--- src/include/cod_pkg.sv ---
// package for the clock output divider: register map, fields, reset values, divider ladder
package cod_pkg;

  localparam int unsigned COD_CLK_HZ = 250_000_000;
  localparam int unsigned COD_ACC_W = 32;

  // register byte offsets
  localparam logic [7:0] COD_OFS_SETTINGS = 8'h00;
  localparam logic [7:0] COD_OFS_STATUS = 8'h04;
  localparam logic [7:0] COD_OFS_PERIODS = 8'h08;

  // settings register layout
  localparam int unsigned COD_SET_W = 8;
  localparam int unsigned COD_FREQ_LSB = 0;
  localparam int unsigned COD_FREQ_W = 3;
  localparam int unsigned COD_DUTY_LSB = 3;
  localparam int unsigned COD_DUTY_W = 2;
  localparam logic [7:0] COD_SET_RESET = 8'h12;
  localparam logic [2:0] COD_FREQ_RESET = 3'h2;
  localparam logic [1:0] COD_DUTY_RESET = 2'h2;

  // status register layout
  localparam int unsigned COD_ST_FREQ_LSB = 0;
  localparam int unsigned COD_ST_DUTY_LSB = 3;
  localparam int unsigned COD_ST_PEND_BIT = 5;
  localparam int unsigned COD_ST_RSVD_BIT = 6;
  localparam int unsigned COD_ST_LEVEL_BIT = 7;

  typedef enum logic [2:0] {
    COD_FREQ_RSVD = 3'h0,
    COD_FREQ_24M = 3'h1,
    COD_FREQ_12M = 3'h2,
    COD_FREQ_6M = 3'h3,
    COD_FREQ_3M = 3'h4,
    COD_FREQ_1M5 = 3'h5,
    COD_FREQ_750K = 3'h6,
    COD_FREQ_375K = 3'h7
  } cod_freq_e;

  typedef enum logic [1:0] {
    COD_DUTY_0 = 2'h0,
    COD_DUTY_25 = 2'h1,
    COD_DUTY_50 = 2'h2,
    COD_DUTY_75 = 2'h3
  } cod_duty_e;

  // output frequencies in Hz
  localparam longint unsigned COD_HZ_24M = 24_000_000;
  localparam longint unsigned COD_HZ_12M = 12_000_000;
  localparam longint unsigned COD_HZ_6M = 6_000_000;
  localparam longint unsigned COD_HZ_3M = 3_000_000;
  localparam longint unsigned COD_HZ_1M5 = 1_500_000;
  localparam longint unsigned COD_HZ_750K = 750_000;
  localparam longint unsigned COD_HZ_375K = 375_000;

  // phase step per clock = f * 2^ACC_W / f_clk, rounded to nearest
  function automatic logic [COD_ACC_W-1:0] cod_step(input longint unsigned hz);
    longint unsigned num;
    num = (hz << COD_ACC_W) + (64'(COD_CLK_HZ) >> 1);
    return COD_ACC_W'(num / 64'(COD_CLK_HZ));
  endfunction : cod_step

  localparam logic [COD_ACC_W-1:0] COD_STEP_24M = cod_step(COD_HZ_24M);
  localparam logic [COD_ACC_W-1:0] COD_STEP_12M = cod_step(COD_HZ_12M);
  localparam logic [COD_ACC_W-1:0] COD_STEP_6M = cod_step(COD_HZ_6M);
  localparam logic [COD_ACC_W-1:0] COD_STEP_3M = cod_step(COD_HZ_3M);
  localparam logic [COD_ACC_W-1:0] COD_STEP_1M5 = cod_step(COD_HZ_1M5);
  localparam logic [COD_ACC_W-1:0] COD_STEP_750K = cod_step(COD_HZ_750K);
  localparam logic [COD_ACC_W-1:0] COD_STEP_375K = cod_step(COD_HZ_375K);
  localparam logic [COD_ACC_W-1:0] COD_STEP_NONE = '0;

endpackage : cod_pkg

--- src/cod_phase_gen.sv ---
// phase accumulator that shapes the reference clock output and its duty cycle
`timescale 1ns/100ps
module cod_phase_gen
  import cod_pkg::*;
(
  input wire logic clk,
  input wire logic rstn,
  input wire logic ce,
  input wire logic [cod_pkg::COD_ACC_W-1:0] step,
  input wire cod_pkg::cod_duty_e duty,
  output logic clkout,
  output logic wrap
);

  logic [COD_ACC_W-1:0] phase_q;
  logic [COD_ACC_W-1:0] phase_d;
  logic clkout_q;
  logic clkout_d;
  logic carry;

  // high-time test against the top two phase bits gives exact quarters
  function automatic logic cod_high(input cod_duty_e d, input logic [1:0] quad);
    logic r;
    r = 1'b0;
    case (d)
      COD_DUTY_75: r = (quad != 2'h3);
      COD_DUTY_50: r = (quad[1] == 1'b0);
      COD_DUTY_25: r = (quad == 2'h0);
      default: r = 1'b0;
    endcase
    return r;
  endfunction : cod_high

  always_comb begin
    {carry, phase_d} = {1'b0, phase_q} + {1'b0, step};
    clkout_d = cod_high(duty, phase_d[COD_ACC_W-1 -: 2]);
  end

  always_ff @(posedge clk) begin
    if (!rstn) begin
      phase_q <= '0;
      clkout_q <= 1'b0;
    end else if (ce) begin
      phase_q <= phase_d;
      clkout_q <= clkout_d;
    end
  end

  assign clkout = clkout_q;
  assign wrap = ce & carry;

endmodule : cod_phase_gen

--- src/cod_top.sv ---
// clock output divider with duty select, registers reached over APB
// Functional notes
// - duty code 11 gives output high three quarters, low one quarter of period
// - duty code 10 gives half high, half low; this is the reset default
// - duty code 01 gives output high one quarter, low three quarters
// - duty code 00 holds output low all period, no toggling
// - frequency code 111 gives 375 kHz, code 110 gives 750 kHz
// - frequency code 101 gives 1.5 MHz, code 100 gives 3 MHz
// - frequency code 010 gives 12 MHz and is the default; 011 gives 6 MHz
// - frequency code 001 gives 24 MHz; code 000 is reserved, never select
//
// Design decisions made here: register access over APB and the address map.
`timescale 1ns/100ps
module cod_top
  import cod_pkg::*;
(
  input wire logic clk,
  input wire logic rstn,
  input wire logic ce,
  input wire logic psel,
  input wire logic penable,
  input wire logic pwrite,
  input wire logic [7:0] paddr,
  input wire logic [31:0] pwdata,
  input wire logic [3:0] pstrb,
  output logic [31:0] prdata,
  output logic pready,
  output logic pslverr,
  output logic clkout
);

  // programmed settings, as software last wrote them
  logic [COD_FREQ_W-1:0] freq_q;
  logic [COD_FREQ_W-1:0] freq_d;
  logic [COD_DUTY_W-1:0] duty_q;
  logic [COD_DUTY_W-1:0] duty_d;
  // settings currently driving the generator
  cod_freq_e act_freq_q;
  cod_freq_e act_freq_d;
  cod_duty_e act_duty_q;
  cod_duty_e act_duty_d;
  // output periods completed since reset
  logic [31:0] periods_q;
  logic [31:0] periods_d;
  // bus read path
  logic [31:0] prdata_q;
  logic [31:0] prdata_d;
  logic pslverr_q;
  logic pslverr_d;

  logic setup;
  logic wr_set;
  logic pending;
  logic quiet;
  logic wrap;
  logic [COD_ACC_W-1:0] step;
  cod_duty_e gen_duty;

  function automatic logic [COD_ACC_W-1:0] cod_freq_step(input cod_freq_e f);
    logic [COD_ACC_W-1:0] s;
    s = COD_STEP_NONE;
    case (f)
      COD_FREQ_375K: s = COD_STEP_375K;
      COD_FREQ_750K: s = COD_STEP_750K;
      COD_FREQ_1M5: s = COD_STEP_1M5;
      COD_FREQ_3M: s = COD_STEP_3M;
      COD_FREQ_6M: s = COD_STEP_6M;
      COD_FREQ_12M: s = COD_STEP_12M;
      COD_FREQ_24M: s = COD_STEP_24M;
      default: s = COD_STEP_NONE; // reserved code parks the output low
    endcase
    return s;
  endfunction : cod_freq_step

  function automatic logic cod_addr_is(input logic [7:0] a, input logic [7:0] ofs);
    return a == ofs;
  endfunction : cod_addr_is

  // zero-wait slave; ce low stalls the access phase, but an access whose setup cycle falls while frozen gets stale prdata and pslverr
  assign pready = ce;
  assign setup = ce & psel & ~penable;
  // a write lands only at the edge that completes the access phase
  assign wr_set = ce & psel & penable & pwrite & pstrb[0] & cod_addr_is(paddr, COD_OFS_SETTINGS);

  // ---------------- settings register ----------------
  always_comb begin
    freq_d = freq_q;
    duty_d = duty_q;
    if (wr_set) begin
      // upper reserved bits are dropped on write and read back as zero
      freq_d = pwdata[COD_FREQ_LSB +: COD_FREQ_W];
      duty_d = pwdata[COD_DUTY_LSB +: COD_DUTY_W];
    end
  end

  always_ff @(posedge clk) begin
    if (!rstn) begin
      freq_q <= COD_FREQ_RESET;
      duty_q <= COD_DUTY_RESET;
    end else if (ce) begin
      freq_q <= freq_d;
      duty_q <= duty_d;
    end
  end

  // ---------------- glitch-free hand-over ----------------
  // new settings take over only at a period boundary, so a change never
  // produces a runt pulse; a parked (silent) output takes them at once
  assign quiet = (act_duty_q == COD_DUTY_0) | (act_freq_q == COD_FREQ_RSVD);
  assign pending = (act_freq_q != cod_freq_e'(freq_q)) | (act_duty_q != cod_duty_e'(duty_q));

  always_comb begin
    act_freq_d = act_freq_q;
    act_duty_d = act_duty_q;
    if (wrap | quiet) begin
      act_freq_d = cod_freq_e'(freq_q);
      act_duty_d = cod_duty_e'(duty_q);
    end
  end

  always_ff @(posedge clk) begin
    if (!rstn) begin
      act_freq_q <= COD_FREQ_12M;
      act_duty_q <= COD_DUTY_50;
    end else if (ce) begin
      act_freq_q <= act_freq_d;
      act_duty_q <= act_duty_d;
    end
  end

  assign step = cod_freq_step(act_freq_q);
  // shape with the settings about to take over, so the hand-over edge never
  // emits one stray high clock; a reserved rate freezes the phase, so park low
  assign gen_duty = (act_freq_d == COD_FREQ_RSVD) ? COD_DUTY_0 : act_duty_d;

  cod_phase_gen u_gen (
    .clk(clk),
    .rstn(rstn),
    .ce(ce),
    .step(step),
    .duty(gen_duty),
    .clkout(clkout),
    .wrap(wrap)
  );

  // ---------------- period counter ----------------
  // counts only periods that actually toggle the pin; wraps silently
  always_comb begin
    periods_d = periods_q;
    if (wrap && act_duty_q != COD_DUTY_0) begin
      periods_d = periods_q + 32'h0000_0001;
    end
  end

  always_ff @(posedge clk) begin
    if (!rstn) begin
      periods_q <= 32'h0000_0000;
    end else if (ce) begin
      periods_q <= periods_d;
    end
  end

  // ---------------- read path ----------------
  // data is captured in the setup cycle so prdata comes from a flop yet the
  // access phase still completes without wait states
  always_comb begin
    prdata_d = prdata_q;
    pslverr_d = pslverr_q;
    if (setup) begin
      prdata_d = 32'h0000_0000;
      pslverr_d = 1'b0;
      if (cod_addr_is(paddr, COD_OFS_SETTINGS)) begin
        if (!pwrite) begin
          prdata_d[COD_FREQ_LSB +: COD_FREQ_W] = freq_q;
          prdata_d[COD_DUTY_LSB +: COD_DUTY_W] = duty_q;
        end
      end else if (cod_addr_is(paddr, COD_OFS_STATUS)) begin
        if (!pwrite) begin
          prdata_d[COD_ST_FREQ_LSB +: COD_FREQ_W] = act_freq_q;
          prdata_d[COD_ST_DUTY_LSB +: COD_DUTY_W] = act_duty_q;
          prdata_d[COD_ST_PEND_BIT] = pending;
          prdata_d[COD_ST_RSVD_BIT] = (act_freq_q == COD_FREQ_RSVD);
          prdata_d[COD_ST_LEVEL_BIT] = clkout;
        end else begin
          pslverr_d = 1'b1;
        end
      end else if (cod_addr_is(paddr, COD_OFS_PERIODS)) begin
        if (!pwrite) begin
          prdata_d = periods_q;
        end else begin
          pslverr_d = 1'b1;
        end
      end else begin
        pslverr_d = 1'b1;
      end
    end
  end

  always_ff @(posedge clk) begin
    if (!rstn) begin
      prdata_q <= 32'h0000_0000;
      pslverr_q <= 1'b0;
    end else if (ce) begin
      prdata_q <= prdata_d;
      pslverr_q <= pslverr_d;
    end
  end

  assign prdata = prdata_q;
  assign pslverr = pslverr_q & psel & penable;

endmodule : cod_top

--- config.mk ---
export PLATFORM = sky130hd
export DESIGN_NAME = cod_top
export DESIGN_NICKNAME = d
export VERILOG_FILES = /design/src/include/cod_pkg.sv /design/src/cod_phase_gen.sv /design/src/cod_top.sv
export SDC_FILE = /design/constraint.sdc
export NUM_CORES = 1
export LEC_CHECK = 0
export BUFFER_PORTS_ARGS = -buffer_cell sky130_fd_sc_hd__buf_2
export CORE_UTILIZATION = 53
export DETAILED_ROUTE_END_ITERATION = 10
export PLACE_DENSITY = 0.74
export REMOVE_ABC_BUFFERS = 1
export SKIP_CTS_REPAIR_TIMING = 1
export SYNTH_ARGS = -nofsm -noshare
export SYNTH_HDL_FRONTEND = slang
export SYNTH_SLANG_ARGS = --single-unit
--- constraint.sdc ---
create_clock -name clk -period 7.6 [get_ports clk]
set_input_delay 0.38 -clock clk [delete_from_list [all_inputs] [get_ports clk]]
set_output_delay 0.38 -clock clk [all_outputs]
set_load 0.01 [all_outputs]
==> results.sh <==
export IMPL_drc_errors=0
export IMPL_cts_buffers_inserted=9
export IMPL_vias=5660
export IMPL_initial_core_util_pct=54.16
export IMPL_reg2reg_depth=13
export IMPL_synth_area_um2=6185
export IMPL_period_needed_ns=4.742
export IMPL_synth_top_area_share_pct=34.96
export IMPL_cts_tree="yes"
export IMPL_cts_root_buf="clkbuf_16"
export IMPL_synth_most_common_cell="nor2_1"
export IMPL_fin_cells=944
export IMPL_via_per_inst=5.996
export IMPL_p_int_uw=888.8
export IMPL_endpoint_kind="flop"
export IMPL_clk_path_buf_depth=2
export IMPL_p_seq_share_pct=48.5
export IMPL_path_class="flop to flop"
export IMPL_synthToLayoutAreaGrowth_pct=9.953
export IMPL_clkSinkCount=108
export IMPL_die_height_um=110.0
export IMPL_core_um2=11420
export IMPL_yosysTopAreaCell="dfxtp_1"
export IMPL_endpoint="periods_q[15]$_SDFFE_PN0P_"
export IMPL_first_pass_iters=5
export IMPL_drtIter0Drc=518
export IMPL_rsz0062_at_grt="no"
export IMPL_wirelength_um=14760
export IMPL_fin_skew_ns=0.007905
export IMPL_hold_viol=0
export IMPL_synth_seq_area_share_pct=34.96
export IMPL_power_leakage_nw=2.802
export IMPL_swShare_pct=27.53
export IMPL_ys_top_cells_by_area="dfxtp_1, nor2_1, ha_1"
export IMPL_r2r_start="act_freq_q[1]$_SDFFE_PN1P_"
export IMPL_ys_flop_type="dfxtp_1"
export IMPL_holdWs_ns=0.2389
export IMPL_die_area_um2=12110
export IMPL_finalNetCount=878
export IMPL_grt_overflow=0
export IMPL_antenna_found_initial=0
export IMPL_finalCritPeriodShare_pct=62.39
export IMPL_power_switching_uw=337.7
export IMPL_slew_viol_final=0
export IMPL_htreeDepth=3
export IMPL_die_x_um=110.0
export IMPL_portBuffers=54
export IMPL_placementRows=39
export IMPL_p_per_area_nw_per_um2=180.4
export IMPL_critPathLaunch="act_freq_q[1]$_SDFFE_PN1P_"
export IMPL_worstMarginPinSlew_ns=1.051
export IMPL_max_freq_mhz=210.9
export IMPL_drive_gt1_share_pct=10.99
export IMPL_rr_endpoint="periods_q[15]$_SDFFE_PN0P_"
export IMPL_clk_latency_ns=0.36
export IMPL_path_clk_slew_ns=0.07
export IMPL_r2r_slack_ns=2.86
export IMPL_p_comb_share_pct=14.6
export IMPL_maxSlewHeadroom_pct=29.90
export IMPL_drv_cap=0
export IMPL_wl_per_cell_um=15.64
export IMPL_async_flop_share_pct=0
export IMPL_yosysWarnings=0
export IMPL_num_antenna_cells=0
export IMPL_setup_tns_final_ns=0
export IMPL_synthCells=767
export IMPL_status="completed"
export IMPL_grt_pass1_wl_um=23650
export IMPL_stdcell_area_um2=6800
export IMPL_gp_congestion=0.9063
export IMPL_post_route_util_pct=59.56
export IMPL_synth_edf_count=0
export IMPL_placed_area_um2=6515
export IMPL_place_hpwl_um=10440
export IMPL_ys_types=62
export IMPL_grt_max_degree=103
export IMPL_grt_pass1_vias=4935
export IMPL_cp_arrival_ns=5.02
export IMPL_synth_common_cells="nor2_1, dfxtp_1, nand2_1"
export IMPL_synth_seq_cells=108
export IMPL_max_vdd_ir_drop_v=0.0001358
export IMPL_hp_class="input port to flop"
export IMPL_start_kind="flop"
export IMPL_grtUsageTotal_pct=25.07
export IMPL_place_inst=928
export IMPL_syn_area_per_cell_um2=8.063
export IMPL_ios=85
export IMPL_crit_fanout=26
export IMPL_setup_violations=0
export IMPL_worstPathRequired_ns=7.87
export IMPL_p_clk_share_pct=37.0
export IMPL_drt_antenna_violating_nets=0
per-layer routing:
layer  vias up  part of all wire (%)  global-route usage, %
met4         0                   1.6                  9.238
met5         -                     0                      0
met3        17                   5.1                  3.704
met2       169                    46                  39.73
li1       2828                     -                      -
met1      2646                    48                  34.47
layout by cell type, fill, tap and decap left out, drive strengths merged, types with 3 or more instances in the layout:
master	n
a222oi	3
and2	4
clkbuf	10
inv	21
a21o	9
nand4	9
mux2i	28
and4	5
o211ai	8
or2	5
xnor2	30
nand2	58
xor2	19
nor3	22
ha	30
o21bai	3
nand2b	3
a21boi	4
o21a	10
dfxtp	108
buf	59
a21oi	55
clkinv	4
o21ai	45
and3	9
nand3	26
a31oi	6
a22oi	32
nor2	110
a211oi	11
or3	14
nor4	3
nor2b	5
worst max-delay path, cell delays in order (launching register included):
cell      delay [ns]
dfxtp_1         0.74
nand2b_1        0.35
inv_1           0.13
a21o_1          0.21
or2_2           0.27
ha_1            0.40
nand4_2         0.21
nor3_2          0.21
nand3_1         0.14
a211o_1         0.33
a21o_1          0.51
or3_1           0.63
or3_1           0.37
a21oi_1         0.15
cells by family after synthesis:
| group | Yosys count | synth area share [%] |
|---|---|---|
| flops | 108 | 34.96 |
| simple gates | 281 | 21.28 |
| fa+ha+maj | 32 | 6.717 |
| xor+xnor | 49 | 6.939 |
| compound gates | 208 | 21.75 |
| mux | 28 | 4.532 |
| buf+inv | 61 | 3.824 |
worst min path at each step:
stage / startpoint / endpoint / cells after the start
after floorplan: rstn / act_freq_q[1]$_SDFFE_PN1P_ / 1
after global placement: u_gen.phase_q[27]$_SDFFE_PN0P_ / u_gen.phase_q[27]$_SDFFE_PN0P_ / 2
after detailed placement: u_gen.phase_q[27]$_SDFFE_PN0P_ / u_gen.phase_q[27]$_SDFFE_PN0P_ / 2
after CTS: pwdata[4] / duty_q[1]$_SDFFE_PN1P_ / 3
after global routing: pwdata[4] / duty_q[1]$_SDFFE_PN1P_ / 3
final: pwdata[4] / duty_q[1]$_SDFFE_PN1P_ / 3
power groups by stage:
stage	clock, mW	sequential (mW)	combinational (mW)
after global routing	0.482	0.596	0.201
after CTS	0.463	0.594	0.177
final	0.453	0.594	0.179
after floorplan	0	0.604	0.133
after global placement	0	0.607	0.170
after detailed placement	0	0.607	0.175
cell type report:
type,count,area [um^2]
Clock buffer,10,239.0
Clock inverter,6,46.29
Fill cell,1032,4618
Inverter,20,75.07
Multi-Input combinational cell,598,3791
Sequential cell,108,2162
Tap cell,143,178.9
Timing Repair Buffer,59,307.8
registers in the layout, summed over array words and instances, names as in the netlist:
name           flops
duty_q             2
periods_q         32
act_freq_q         3
act_duty_q         2
prdata            32
u_gen.phase_q     32
u_gen.clkout       1
freq_q             3
pslverr_q          1
per-stage QoR:
stage	power (mW)	setup slack (ns)
global route	1.279	2.558
finish	1.226	2.858
CTS	1.234	2.906
floorplan	0.7373	3.658
detailed placement	0.7823	2.919
global placement	0.7768	3.006
Note: power is estimated with default switching activity, not from simulation.
